--- config.mk ---
export PLATFORM = sky130hd
export DESIGN_NAME = trace_unit
export DESIGN_NICKNAME = d
export VERILOG_FILES = /design/src/core/trace_pkg.sv /design/src/core/trace_filter.sv /design/src/core/trace_ptr.sv /design/src/core/trace_unit.sv
export VERILOG_INCLUDE_DIRS = /design/src /design/src/core
export SDC_FILE = /design/constraint.sdc
export NUM_CORES = 1
export LEC_CHECK = 0
export BUFFER_PORTS_ARGS = -buffer_cell sky130_fd_sc_hd__buf_2
export CAP_MARGIN = 10
export CELL_PAD_IN_SITES_DETAIL_PLACEMENT = 1
export CELL_PAD_IN_SITES_GLOBAL_PLACEMENT = 1
export CORE_UTILIZATION = 32
export CTS_BUF_LIST = sky130_fd_sc_hd__clkbuf_16
export DETAILED_ROUTE_END_ITERATION = 8
export PLACE_DENSITY = 0.75
export SETUP_SLACK_MARGIN = 0.1
export SYNTH_ARGS = -nofsm -noshare
export SYNTH_HDL_FRONTEND = slang
export SYNTH_SLANG_ARGS = --single-unit
--- constraint.sdc ---
create_clock -name CLK -period 2.1 [get_ports CLK]
set_input_delay 0.42 -clock CLK [delete_from_list [all_inputs] [get_ports CLK]]
set_output_delay 0.42 -clock CLK [all_outputs]
set_load 0.02 [all_outputs]
--- src/core/trace_consts.svh ---
// Constants of the debug trace buffer unit: offsets, fields, encodings.
// Assumes inclusion by bare name; definitions only.
`ifndef TRACE_CONSTS_SVH
`define TRACE_CONSTS_SVH

// ==================================================================
// Register map (word aligned byte addresses)
`define OFS_CTRL 4'h0
`define OFS_BASE 4'h4
`define OFS_STAT 4'h8

// ==================================================================
// Control register fields
`define CTRL_EN_BIT 15
`define CTRL_FULL_BIT 14
`define CTRL_TMODE_HI 11
`define CTRL_TMODE_LO 10
`define CTRL_BMODE_HI 7
`define CTRL_BMODE_LO 6
`define CTRL_SIZE_HI 3
`define CTRL_SIZE_LO 0
`define CTRL_RESET 32'h0000_0000
`define BASE_RESET 32'h0000_0000

// ==================================================================
// Encodings
`define TMODE_CALL 2'h1
`define TMODE_BRANCH 2'h2
`define TMODE_DATA 2'h3
`define BMODE_SINGLE 2'h0
`define BMODE_CIRC 2'h1
`define BMODE_SIMPLE 2'h2
`define BW_MODE_TRACE 2'h1
`define MASTER_CTX 3'h0
`define SIZE_LOG_MIN 5'h05
`define REC_BYTES 32'h0000_0004
`define BREAKPOINT_EXCEPTION_VECTOR 8'h0C
`define TAG_ADDR 2'h1
`define TAG_CTX 2'h2
`define TAG_DATA 2'h3

`endif

--- src/core/trace_pkg.sv ---
// Types of the debug trace buffer unit.
// Assumes trace_consts.svh for the numeric values.
package trace_pkg;
   // Control transfer event classes from the execution unit
   typedef enum logic [3:0] {
      EV_NONE, EV_BRANCH_TO_SUBROUTINE, EV_JUMP_TO_SUBROUTINE,
      EV_RETURN_AND_DEALLOCATE, EV_RETURN_FROM_EXCEPTION,
      EV_RETURN_RESTORE_CODES, EV_RETURN_SUBROUTINE, EV_INTERRUPT,
      EV_EXCEPTION, EV_BRANCH_ALWAYS, EV_UNCONDITIONAL_JUMP,
      EV_COND_BRANCH, EV_DEC_BRANCH
   } event_type;
   // Tracer state
   typedef enum logic [1:0] {ST_IDLE, ST_TRACE, ST_WRITE} trc_state_type;
endpackage

--- src/core/trace_filter.sv ---
// Decides whether an execution event is recorded in the current mode.
// Assumes event class and taken flag from the execution unit.
`timescale 1ns/1ns
`include "trace_consts.svh"
module trace_filter
   import trace_pkg::*;
(
   input wire event_type ev,
   input wire logic taken,
   input wire logic [1:0] tmode,
   output logic record
);
   // ==================================================================
   // Classification
   // Call class: calls, returns, interrupts, exceptions
   function automatic logic is_call(input event_type e);
      is_call = (e inside {EV_BRANCH_TO_SUBROUTINE, EV_JUMP_TO_SUBROUTINE,
         EV_RETURN_AND_DEALLOCATE, EV_RETURN_FROM_EXCEPTION,
         EV_RETURN_RESTORE_CODES, EV_RETURN_SUBROUTINE, EV_INTERRUPT,
         EV_EXCEPTION});
   endfunction

   // Record decision per mode
   always_comb begin
      record = 1'b0;
      if (tmode == `TMODE_CALL) begin
         record = is_call(ev);
      end else if (tmode == `TMODE_BRANCH) begin
         record = is_call(ev) ||
            (ev inside {EV_BRANCH_ALWAYS, EV_UNCONDITIONAL_JUMP}) ||
            ((ev inside {EV_COND_BRANCH, EV_DEC_BRANCH}) && taken);
      end
   end
endmodule

--- src/core/trace_ptr.sv ---
// Write pointer generator for the three buffer disciplines.
// Assumes base aligned to the selected size by software.
`timescale 1ns/1ns
`include "trace_consts.svh"
module trace_ptr #(
   parameter int ADDR_W = 32
) (
   input wire logic [ADDR_W-1:0] base,
   input wire logic [3:0] size_code,
   input wire logic [1:0] bmode,
   input wire logic [ADDR_W-1:0] offset,
   output logic [ADDR_W-1:0] addr,
   output logic [ADDR_W-1:0] next_offset,
   output logic last
);
   // Capacity mask in bytes
   logic [ADDR_W-1:0] mask;
   logic [ADDR_W-1:0] bump;

   // Address and wrap computation
   always_comb begin
      mask = (ADDR_W'(1) << (`SIZE_LOG_MIN + 5'(size_code))) - ADDR_W'(1);
      bump = offset + ADDR_W'(`REC_BYTES);
      last = (bump & mask) == '0;
      addr = base;
      next_offset = '0;
      if (bmode != `BMODE_SINGLE) begin
         addr = base | (offset & mask);
         next_offset = bump & mask;
      end
   end
endmodule

--- src/core/trace_unit.sv ---
// Debug trace buffer unit: control registers, event capture, record writer.
// Assumes Avalon-MM register master, execution unit event strobes and a
// memory write port with ready; one clock, synchronous reset.
`timescale 1ns/1ns
`include "trace_consts.svh"
module trace_unit
   import trace_pkg::*;
#(
   parameter int ADDR_W = 32
) (
   input wire logic CLK,
   input wire logic RST,
   input wire logic [3:0] AVS_ADDRESS,
   input wire logic AVS_READ,
   input wire logic AVS_WRITE,
   input wire logic [31:0] AVS_WRITEDATA,
   input wire logic [3:0] AVS_BYTEENABLE,
   output logic [31:0] AVS_READDATA,
   output logic AVS_WAITREQUEST,
   input wire logic [2:0] WRITER_CONTEXT,
   input wire logic BW_EVENT,
   input wire logic [1:0] BW_MODE,
   input wire event_type EXEC_EVENT,
   input wire logic EXEC_TAKEN,
   input wire logic [31:0] EXEC_ADDR,
   input wire logic CTX_SWITCH,
   input wire logic [2:0] CTX_NEW,
   input wire logic DACC_VALID,
   input wire logic DACC_IN_BLOCK,
   input wire logic DACC_DMA,
   input wire logic [31:0] DACC_DATA,
   output logic MEM_VALID,
   input wire logic MEM_READY,
   output logic [ADDR_W-1:0] MEM_ADDR,
   output logic [31:0] MEM_DATA,
   output logic [1:0] MEM_TAG,
   output logic BREAKPOINT_EXCEPTION_REQ,
   output logic [7:0] BREAKPOINT_EXCEPTION_VECTOR
);
   // ==================================================================
   // State
   typedef struct packed {
      logic en;                  // Trace enable
      logic full;                // Simple buffer full
      logic [1:0] tmode;         // Trace mode
      logic [1:0] bmode;         // Buffer mode
      logic [3:0] size;          // Buffer size code
      logic [31:0] base;         // Buffer base
      logic [ADDR_W-1:0] offset; // Write offset
      logic pend;                // Record waiting for memory
      logic [31:0] rdata;        // Pending payload
      logic [1:0] rtag;          // Pending tag
      logic [ADDR_W-1:0] raddr;  // Pending address
      logic rlast;               // Pending record fills buffer
      logic ack;                 // Bus answer phase
      logic [31:0] bus_rd;       // Bus read data
      logic breakpoint_exception;                // Exception pulse
      logic dropped;             // Record lost while busy
   } state_type;

   state_type s_q;
   state_type s_d;

   // Helper decode outputs
   logic rec_exec;
   logic [ADDR_W-1:0] wr_addr;
   logic [ADDR_W-1:0] nxt_off;
   logic wr_last;

   // ==================================================================
   // Submodules
   // Event filter per trace mode
   trace_filter u_filter (
      .ev(EXEC_EVENT),
      .taken(EXEC_TAKEN),
      .tmode(s_q.tmode),
      .record(rec_exec)
   );

   // Pointer generator
   trace_ptr #(.ADDR_W(ADDR_W)) u_ptr (
      .base(ADDR_W'(s_q.base)),
      .size_code(s_q.size),
      .bmode(s_q.bmode),
      .offset(s_q.offset),
      .addr(wr_addr),
      .next_offset(nxt_off),
      .last(wr_last)
   );

   // Legal mode check
   function automatic logic modes_ok(input logic [1:0] t, input logic [1:0] b);
      modes_ok = (t != 2'h0) && (b != 2'h3);
   endfunction

   // ==================================================================
   // Next state
   always_comb begin
      logic wr;
      logic rd;
      logic start;
      logic have;
      logic [31:0] pay;
      logic [1:0] tag;
      logic fill;
      logic lost;
      wr = 1'b0;
      rd = 1'b0;
      start = 1'b0;
      have = 1'b0;
      pay = '0;
      tag = '0;
      fill = 1'b0;
      lost = 1'b0;
      s_d = s_q;
      s_d.breakpoint_exception = 1'b0;
      s_d.ack = 1'b0;
      // One wait cycle; read data is latched in it so it stands after
      if ((AVS_READ || AVS_WRITE) && !s_q.ack) begin
         s_d.ack = 1'b1;
      end
      wr = AVS_WRITE && s_q.ack;
      rd = AVS_READ && !s_q.ack;

      // Memory handshake retires record
      if (s_q.pend && MEM_READY) begin
         s_d.pend = 1'b0;
         if (s_q.bmode != `BMODE_SINGLE) begin
            s_d.offset = nxt_off;
         end
         if (s_q.bmode == `BMODE_SIMPLE && s_q.rlast) begin
            fill = 1'b1;
            s_d.breakpoint_exception = 1'b1;
         end
      end

      // Record sources, context switch first
      if (s_q.en && modes_ok(s_q.tmode, s_q.bmode)) begin
         if (CTX_SWITCH) begin
            have = 1'b1;
            pay = 32'(CTX_NEW);
            tag = `TAG_CTX;
         end else if (s_q.tmode == `TMODE_DATA) begin
            have = DACC_VALID && DACC_IN_BLOCK && !DACC_DMA;
            pay = DACC_DATA;
            tag = `TAG_DATA;
         end else begin
            have = rec_exec;
            pay = EXEC_ADDR;
            tag = `TAG_ADDR;
         end
      end
      if (have && s_d.en) begin
         if (!s_q.pend) begin
            s_d.pend = 1'b1;
            s_d.rdata = pay;
            s_d.rtag = tag;
            s_d.raddr = wr_addr;
            s_d.rlast = wr_last;
         end else begin
            lost = 1'b1;
         end
      end

      // Register writes
      // Master context only
      if (wr && WRITER_CONTEXT == `MASTER_CTX) begin
         if (AVS_ADDRESS == `OFS_CTRL) begin
            if (AVS_BYTEENABLE[1]) begin
               s_d.en = AVS_WRITEDATA[`CTRL_EN_BIT];
               start = AVS_WRITEDATA[`CTRL_EN_BIT] && !s_q.en;
               if (AVS_WRITEDATA[`CTRL_FULL_BIT]) begin
                  s_d.full = 1'b0;
               end
               s_d.tmode = AVS_WRITEDATA[`CTRL_TMODE_HI:`CTRL_TMODE_LO];
            end
            if (AVS_BYTEENABLE[0]) begin
               s_d.bmode = AVS_WRITEDATA[`CTRL_BMODE_HI:`CTRL_BMODE_LO];
               s_d.size = AVS_WRITEDATA[`CTRL_SIZE_HI:`CTRL_SIZE_LO];
            end
         end else if (AVS_ADDRESS == `OFS_BASE) begin
            for (int i = 0; i < 4; i++) begin
               if (AVS_BYTEENABLE[i]) begin
                  s_d.base[8*i +: 8] = AVS_WRITEDATA[8*i +: 8];
               end
            end
         end else if (AVS_ADDRESS == `OFS_STAT && AVS_WRITEDATA[0]) begin
            s_d.dropped = 1'b0;
         end
      end

      // Hardware set wins over a same-cycle clear
      if (fill) begin
         s_d.full = 1'b1;
         s_d.en = 1'b0;
      end
      if (lost) begin
         s_d.dropped = 1'b1;
      end

      if (BW_EVENT && BW_MODE == `BW_MODE_TRACE && !s_q.full && !s_q.en &&
         !fill) begin
         s_d.en = 1'b1;
         start = 1'b1;
      end
      if (start) begin
         s_d.offset = '0;
      end

      // Read data, shown while waitrequest is low
      s_d.bus_rd = '0;
      if (rd) begin
         unique case (AVS_ADDRESS)
            `OFS_CTRL: s_d.bus_rd = {16'h0000, s_q.en, s_q.full, 2'h0,
               s_q.tmode, 2'h0, s_q.bmode, 2'h0, s_q.size};
            `OFS_BASE: s_d.bus_rd = s_q.base;
            `OFS_STAT: s_d.bus_rd = {30'h0000_0000, s_q.pend, s_q.dropped};
            default: s_d.bus_rd = '0;
         endcase
      end
   end

   // ==================================================================
   // Register stage
   always_ff @(posedge CLK) begin
      if (RST) begin
         s_q <= '0;
      end else begin
         s_q <= s_d;
      end
   end

   // ==================================================================
   // Outputs
   assign AVS_WAITREQUEST = (AVS_READ || AVS_WRITE) && !s_q.ack;
   assign AVS_READDATA = s_q.bus_rd;
   assign MEM_VALID = s_q.pend;
   assign MEM_ADDR = s_q.raddr;
   assign MEM_DATA = s_q.rdata;
   assign MEM_TAG = s_q.rtag;
   assign BREAKPOINT_EXCEPTION_REQ = s_q.breakpoint_exception;
   assign BREAKPOINT_EXCEPTION_VECTOR = `BREAKPOINT_EXCEPTION_VECTOR;

   // ==================================================================
   // Checks
   // Non-master write ignored
   AST_NONMASTER: assert property (@(posedge CLK) disable iff (RST)
      AVS_WRITE && !AVS_WAITREQUEST && WRITER_CONTEXT != `MASTER_CTX &&
      !BW_EVENT && AVS_ADDRESS == `OFS_BASE |=> $stable(s_q.base))
      else $error("base changed by non-master");
   AST_FULLBLOCK: assert property (@(posedge CLK) disable iff (RST)
      s_q.full && !s_q.en && !AVS_WRITE |=> !s_q.en)
      else $error("trace started while full");
   AST_START: assert property (@(posedge CLK) disable iff (RST)
      BW_EVENT && BW_MODE == `BW_MODE_TRACE && !s_q.full && !s_q.en &&
      !s_q.pend |=> s_q.en)
      else $error("event did not start trace");
   AST_BREAKPOINT_EXCEPTION: assert property (@(posedge CLK) disable iff (RST)
      BREAKPOINT_EXCEPTION_REQ |-> s_q.full && BREAKPOINT_EXCEPTION_VECTOR == `BREAKPOINT_EXCEPTION_VECTOR)
      else $error("exception without full");
   AST_CIRC: assert property (@(posedge CLK) disable iff (RST)
      s_q.bmode == `BMODE_CIRC && !s_q.full && !AVS_WRITE |=> !s_q.full)
      else $error("circular set full");
   AST_SINGLE: assert property (@(posedge CLK) disable iff (RST)
      !s_q.pend && s_d.pend && s_q.bmode == `BMODE_SINGLE
      |=> MEM_ADDR == $past(s_q.base))
      else $error("single mode moved address");
   AST_DMA: assert property (@(posedge CLK) disable iff (RST)
      !s_q.pend && DACC_DMA && !CTX_SWITCH && s_q.tmode == `TMODE_DATA
      |=> !s_q.pend)
      else $error("dma access recorded");
   AST_FULLSET: assert property (@(posedge CLK) disable iff (RST)
      s_q.pend && MEM_READY && s_q.rlast && s_q.bmode == `BMODE_SIMPLE
      |=> s_q.full && !s_q.en && BREAKPOINT_EXCEPTION_REQ)
      else $error("full not set at capacity");
   AST_RSVZERO: assert property (@(posedge CLK) disable iff (RST)
      AVS_READ && !AVS_WAITREQUEST && AVS_ADDRESS == `OFS_CTRL |->
      AVS_READDATA == {16'h0000, AVS_READDATA[`CTRL_EN_BIT:`CTRL_FULL_BIT],
      2'h0, AVS_READDATA[`CTRL_TMODE_HI:`CTRL_TMODE_LO], 2'h0,
      AVS_READDATA[`CTRL_BMODE_HI:`CTRL_BMODE_LO], 2'h0,
      AVS_READDATA[`CTRL_SIZE_HI:`CTRL_SIZE_LO]})
      else $error("reserved control bits not zero");
   AST_NONMASTERCTL: assert property (@(posedge CLK) disable iff (RST)
      AVS_WRITE && !AVS_WAITREQUEST && WRITER_CONTEXT != `MASTER_CTX
      |=> $stable(s_q.tmode) && $stable(s_q.bmode) && $stable(s_q.size))
      else $error("control changed by non-master");
   // Full holds without write of one
   AST_FULLHOLD: assert property (@(posedge CLK) disable iff (RST)
      s_q.full && !(AVS_WRITE && !AVS_WAITREQUEST &&
      WRITER_CONTEXT == `MASTER_CTX && AVS_ADDRESS == `OFS_CTRL &&
      AVS_BYTEENABLE[1] && AVS_WRITEDATA[`CTRL_FULL_BIT]) |=> s_q.full)
      else $error("full flag cleared without write of one");
   AST_CIRCEN: assert property (@(posedge CLK) disable iff (RST)
      s_q.bmode == `BMODE_CIRC && s_q.en && !AVS_WRITE |=> s_q.en)
      else $error("circular cleared enable");
   AST_STOP: assert property (@(posedge CLK) disable iff (RST)
      s_q.full && !s_q.en && !s_q.pend |=> !s_q.pend)
      else $error("record after buffer full");
   AST_RSVMODE: assert property (@(posedge CLK) disable iff (RST)
      !modes_ok(s_q.tmode, s_q.bmode) && !s_q.pend |=> !s_q.pend)
      else $error("record in reserved mode");
   AST_PTRSTART: assert property (@(posedge CLK) disable iff (RST)
      $rose(s_q.en) |-> s_q.offset == '0)
      else $error("pointer not restarted");
   AST_DATAVAL: assert property (@(posedge CLK) disable iff (RST)
      s_q.en && s_q.tmode == `TMODE_DATA && modes_ok(s_q.tmode, s_q.bmode)
      && !s_q.pend && !CTX_SWITCH && DACC_VALID && DACC_IN_BLOCK &&
      !DACC_DMA |=> MEM_DATA == $past(DACC_DATA) && MEM_TAG == `TAG_DATA)
      else $error("data record wrong");
endmodule

Word-level counts from Yosys, hierarchy flattened
Cells that the tools add are included.
{"block": "word_totals", "out_inout_bits": 109, "inputBits": 127, "register_bits": 177, "wordCells": 150}
{"block": "op_classes", "n_mux": 43, "eq_ne": 22, "addsub": 3, "reduce_logical": 56, "n_bitwise": 6, "shift": 1}
{"op": "$mux 32", "n": 6}
{"op": "$mux 68", "n": 2}
{"op": "$pmux 32 s3", "n": 1}
{"op": "$and 32x32->32", "n": 2}
{"op": "$mux 42", "n": 1}
{"op": "$add 32x3->32 const B", "n": 1}
{"op": "$logic_not 32->1", "n": 1}
{"op": "$mux 8", "n": 4}
{"op": "$or 32x32->32", "n": 1}
{"op": "$shl 1x5->32 const A", "n": 1}
{"op": "$sub 32x2->32 const B", "n": 1}
{"op": "$eq 4x4->1 const B", "n": 6}
{"op": "$reduce_and 4->1", "n": 6}
{"op": "$mux 1", "n": 22}
{"op": "$eq 4x3->1 const B", "n": 5}
{"op": "$reduce_bool 2->1", "n": 10}
{"op": "$logic_and 1x1->1", "n": 18}
{"op": "$mux 10", "n": 1}
{"op": "$reduce_and 3->1", "n": 3}
{"op": "$reduce_bool 3->1", "n": 3}
{"op": "$eq 4x2->1 const B", "n": 2}
{"op": "$mux 2", "n": 4}
{"op": "$reduce_bool 8->1", "n": 1}
{"op": "$eq 2x2->1 const B", "n": 3}
{"op": "13 further kinds", "n": 26}

Logic depth before layout (Yosys ltp)
{"block": "logic_depth", "word_depth": 13, "ltp_mapped": 9, "ltp_nobuf": 7}

Modules after synthesis
A second synthesis with hierarchy kept.
{"block": "hier_totals", "hier_cells": 991, "area_unflattened_um2": 8649.5}
{"mod": "trace_unit", "n_inst": 1, "cells_each": 789, "area_per_inst_um2": 7393.3, "seq_area_each_um2": 3543.4}
{"mod": "trace_ptr", "n_inst": 1, "cells_each": 192, "area_per_inst_um2": 1197.4, "seq_area_each_um2": 0.0}
{"mod": "trace_filter", "n_inst": 1, "cells_each": 10, "area_per_inst_um2": 58.8, "seq_area_each_um2": 0.0}

Worst setup path after synthesis
No wires, ideal clock.
{"block": "synth_timing", "path_type": "reg-to-reg", "start": "register s_q[173] (netlist bit)", "end": "register s_q (netlist bit MEM_DATA[31])", "setup_time_ns": 0.070, "synth_period_minus_slack_ns": 2.194, "n_path_buf": 2, "t_required_ns": 2.030, "slack_ns": -0.094, "arrival_ns": 2.124, "path_stages_with_launch": 9, "cell_sequence": "dfxtp_1 -> and2_1 -> buf_4 -> a41o_1 -> nor2_1 -> or4_4 -> buf_2 -> or4_1 -> a21oi_1"}
{"block": "synth_between", "elab_chain_len": 8, "elab_cells_between_ends": 16, "cone_classes": "eq/ne (3); mux (8); reduce/logical (5)"}
{"item": "from (decl)", "line_no": "trace_unit.sv:61", "rtl": "state_type s_q;"}
{"item": "from (signal assigned)", "line_no": "trace_unit.sv:227", "rtl": "s_q <= '0;"}
{"item": "from (signal assigned)", "line_no": "trace_unit.sv:229", "rtl": "s_q <= s_d;"}
{"item": "$eq 2x2->1 (no line)"}
{"item": "$mux 1", "line_no": "trace_filter.sv:28", "rtl": "end else if (tmode == `TMODE_BRANCH) begin"}
{"item": "$mux 1", "line_no": "trace_filter.sv:26", "rtl": "if (tmode == `TMODE_CALL) begin"}
{"item": "$mux 1", "line_no": "trace_unit.sv:143", "rtl": "end else if (s_q.tmode == `TMODE_DATA) begin"}
{"item": "$mux 1", "line_no": "trace_unit.sv:139", "rtl": "if (CTX_SWITCH) begin"}
{"item": "$mux 1", "line_no": "trace_unit.sv:138", "rtl": "if (s_q.en && modes_ok(s_q.tmode, s_q.bmode)) begin"}
{"item": "$logic_and 1x1->1", "line_no": "trace_unit.sv:153", "rtl": "if (have && s_d.en) begin"}
{"item": "$reduce_and 2->1 (no line)"}
Parallel ways exist; a longest one is shown, timed or not.
A chain may end at the register's enable or synchronous reset.

Worst setup path in the final report
{"block": "layout_timing", "start": "register s_q[174] (netlist bit)", "end": "register s_q[35] (netlist bit)"}
{"block": "layout_between", "elab_chain_len": 8, "elab_cells_between_ends": 13, "cone_classes": "eq/ne (3); mux (5); reduce/logical (5)"}
{"item": "$eq 2x2->1 (no line)"}
{"item": "$mux 1", "line_no": "trace_filter.sv:28"}
{"item": "$mux 1", "line_no": "trace_filter.sv:26"}
{"item": "$mux 1", "line_no": "trace_unit.sv:143"}
{"item": "$mux 1", "line_no": "trace_unit.sv:139"}
{"item": "$mux 1 *", "line_no": "trace_unit.sv:138"}
{"item": "$logic_and 1x1->1 *", "line_no": "trace_unit.sv:153"}
{"item": "$reduce_and 2->1 (no line) *"}
Every way passes the cells marked *; elsewhere a longest branch is shown, timed or not.

==> run summary <==
Number of CTS-inserted buffers: 17
Worst setup margin: -0.03571 ns
CP Class: register to register
Non-Filler Instances: 1524
Hold path cells: 3
Die Span X: 160.5 µm
Lkg Pwr: 4.301 nW
RSZ-0062 raised after global routing: yes
Area leader, netlist: dfxtp_1
Port-buffer cells: 227
Crit share post-route: 101.7%
Die Span Y: 160.5 µm
Worst slew pin tran: 0.6995 ns
First-pass GRT wire length: 44390 µm
Post-synth EDFFs: 0
Area Growth Syn to Fin: 31.13%
Initial DRC count: 422
Num Clock Sinks: 166
DR vias: 7838
Worst ir drop on vdd: 547.5 µV
Fin area: 10540 µm²
Setup_tns: -0.2043 ns
Initial cell density of the core: 32.86%
Failing checks: negative setup slack
Share of post-route cells with drive strength above 1: 37.06%
Ys Warns: 0
Die area: 25760 µm²
Share of power burned in combinational logic: 5.1%
Clk_lat worst skew: 0.43 ns
Switch Pwr: 1.477 mW
Vias in the first global route: 7990
Synth top area share: 41.34%
Via/cell ratio: 5.143
Initial antenna violation count: 2
Pwr dens: 614.8 nW/µm²
Reg2reg path depth: 7
I/O pin cnt: 236
CP max FO: 6
CTS tree: done
Max_slew headroom: 52.71%
Int Power: 5.003 mW
Most common cell after layout, fill and taps aside: buf_2
Total of max-cap violations: 0
Syn avg cell area: 8.104 µm²
Library cells used by synthesis: 59
Final Critical Period: 2.136 ns
CP startpoint kind: register
Most frequent cells in the layout: 226 x buf_2, 159 x dfxtp_1, 116 x nand2_1
H-tree levels: 4
Mapped Cells: 992
Placed cells: 1470
Global placement routability congestion: 0.9080
Core area: 24460 µm²
Post-DR wirelength/cell: 19.12 µm
First-pass detailed-route iteration total: 5
Final setup fails: 17
Grt total ovfl: 0
Max-slew violation count: 0
Post-DRT Antenna Nets: 0
Sw Ratio: 22.80%
Placed Instance Area: 9349 µm²
CP required: 2.45 ns
Row count: 57
Sequential fraction of the synthesis area: 41.34%
Total track usage: 22.29%
Synthesized cell area: 8039 µm²
Worst min path class: input pin to register
Clock share of power: 46.3%
Portion of total power attributed to sequential cells: 48.7%
Endpoint type of the worst setup path: register
Clk slew on worst S/H paths: 0.07 ns
DPL Wire Length: 20460 µm
Nets: 1314
WL final: 29140 µm
Clock buffer depth: 2
Drt drc: 0
Peak Freq: 468.2 MHz
Largest net degree at the start of global routing: 116
Outcome: finished, violations left
Hold buffers post-CTS: 0
Synth Flop Type: dfxtp_1
Worst Path Arrival: 2.49 ns
FFs w/ async S/R, synth: 0%
Worst clock skew: 0.01468 ns
FF+latch count, synth: 166
Root buf cell: clkbuf_16
Fin Hold WS: 0.2417 ns
Largest cells by area after synthesis: dfxtp_1 41%, buf_4 10%, a21oi_1 6.7%
Fin. Hold Viols: 0
[state kept, by name (all words and copies together), names as in the netlist]
signal and flops:
MEM_ADDR 32, MEM_DATA 32, s_q 66, BREAKPOINT_EXCEPTION_REQ 1, MEM_VALID 1, MEM_TAG 2, AVS_READDATA 32
[cells in the mapped netlist, types with 3 or more instances]
| library cell | n |
|---|---|
| a21o_1 | 4 |
| inv_1 | 13 |
| buf_2 | 6 |
| nor2b_1 | 4 |
| a22oi_1 | 10 |
| nand2_1 | 135 |
| and3_1 | 6 |
| nand4_1 | 15 |
| and2_1 | 24 |
| xnor2_1 | 3 |
| a21oi_1 | 107 |
| a211oi_1 | 17 |
| buf_4 | 107 |
| or3_1 | 36 |
| xor2_1 | 3 |
| mux2i_1 | 45 |
| o21ai_0 | 15 |
| a31oi_1 | 8 |
| or4_1 | 5 |
| nor3_1 | 20 |
| nor4_1 | 14 |
| or2_2 | 5 |
| nand3_1 | 43 |
| a311oi_1 | 8 |
| nand2b_1 | 4 |
| dfxtp_1 | 166 |
| clkbuf_1 | 59 |
| nor2_1 | 68 |
[final cells by class]
cell class,instances,area (µm²)
clock inverters,15,125.1
fillers,2983,13920
well taps,324,405.4
flip-flops and latches,166,3332
repair buffers,340,2241
clock buffers,17,425.4
multi-input cells,647,3959
inverters,13,48.80
diodes,2,5.005
[power by group through the flow]
stage | logic, mW | registers (mW) | clock network [mW]
after floorplan | 0.137 | 3.22 | 0
after global placement | 0.310 | 3.22 | 0
after detailed placement | 0.314 | 3.22 | 0
after CTS | 0.321 | 3.15 | 3.07
after global routing | 0.355 | 3.15 | 3.21
final | 0.329 | 3.15 | 3.00
[layer usage]
layer	global-route usage, %	up-vias	share of wire [%]
met4	10.65	0	3.7
met2	38.61	238	49
li1	-	3727	-
met3	4.390	62	5.1
met1	26.31	3811	42
met5	0	-	0
[path summary, 6_finish.rpt]
check | slack [ns] | startpoint | to
worst min register to register | 0.44 | s_q[104]$_SDFFE_PP0P_ | s_q[104]$_SDFFE_PP0P_
worst max-delay path | -0.04 | s_q[174]$_SDFFE_PP0P_ | s_q[35]$_SDFFE_PP0P_
worst min-delay path | 0.24 | AVS_WRITEDATA[1] | s_q[168]$_SDFFE_PP0P_
worst max register to register | -0.04 | s_q[174]$_SDFFE_PP0P_ | s_q[35]$_SDFFE_PP0P_
[stage by stage]
step,util (%),worst slack [ns],power (mW)
2_1_floorplan,-,0.006578,3.361
3_3_place_gp,38.22,-0.2080,3.534
3_5_place_dp,38.22,-0.2684,3.538
4_1_cts,42.39,-0.03349,6.545
5_1_grt,43.09,-0.1169,6.710
6_report,43.09,-0.03571,6.480
[worst max-delay path, cell delays in order, from the launching register on]
cell and delay, ns:
dfxtp_2 0.34, and2_4 0.16, a41o_1 0.19, a211oi_2 0.05, or4_4 0.61, buf_12 0.18, or4_1 0.40, o21ai_1 0.13
[what timing repair did]
item                                    CTS  global route
pin swaps                                38            16
setup buffers                            10             3
gates cloned                              6             1
endpoints found under the setup margin   64            89
gates resized for setup                  61            32
[kinds of logic after synthesis]
kind of cell | share of synthesized area, %
AND/OR/NAND/NOR | 23.46
AO/OA/AOI/OAI | 14.44
buffers and inverters | 13.82
flip-flops | 41.34
multiplexers | 5.883
XOR/XNOR | 0.6538
adder cells (fa/ha/maj) | 0.3112
other | 0.09342
Power figures use the tool's default switching activity.
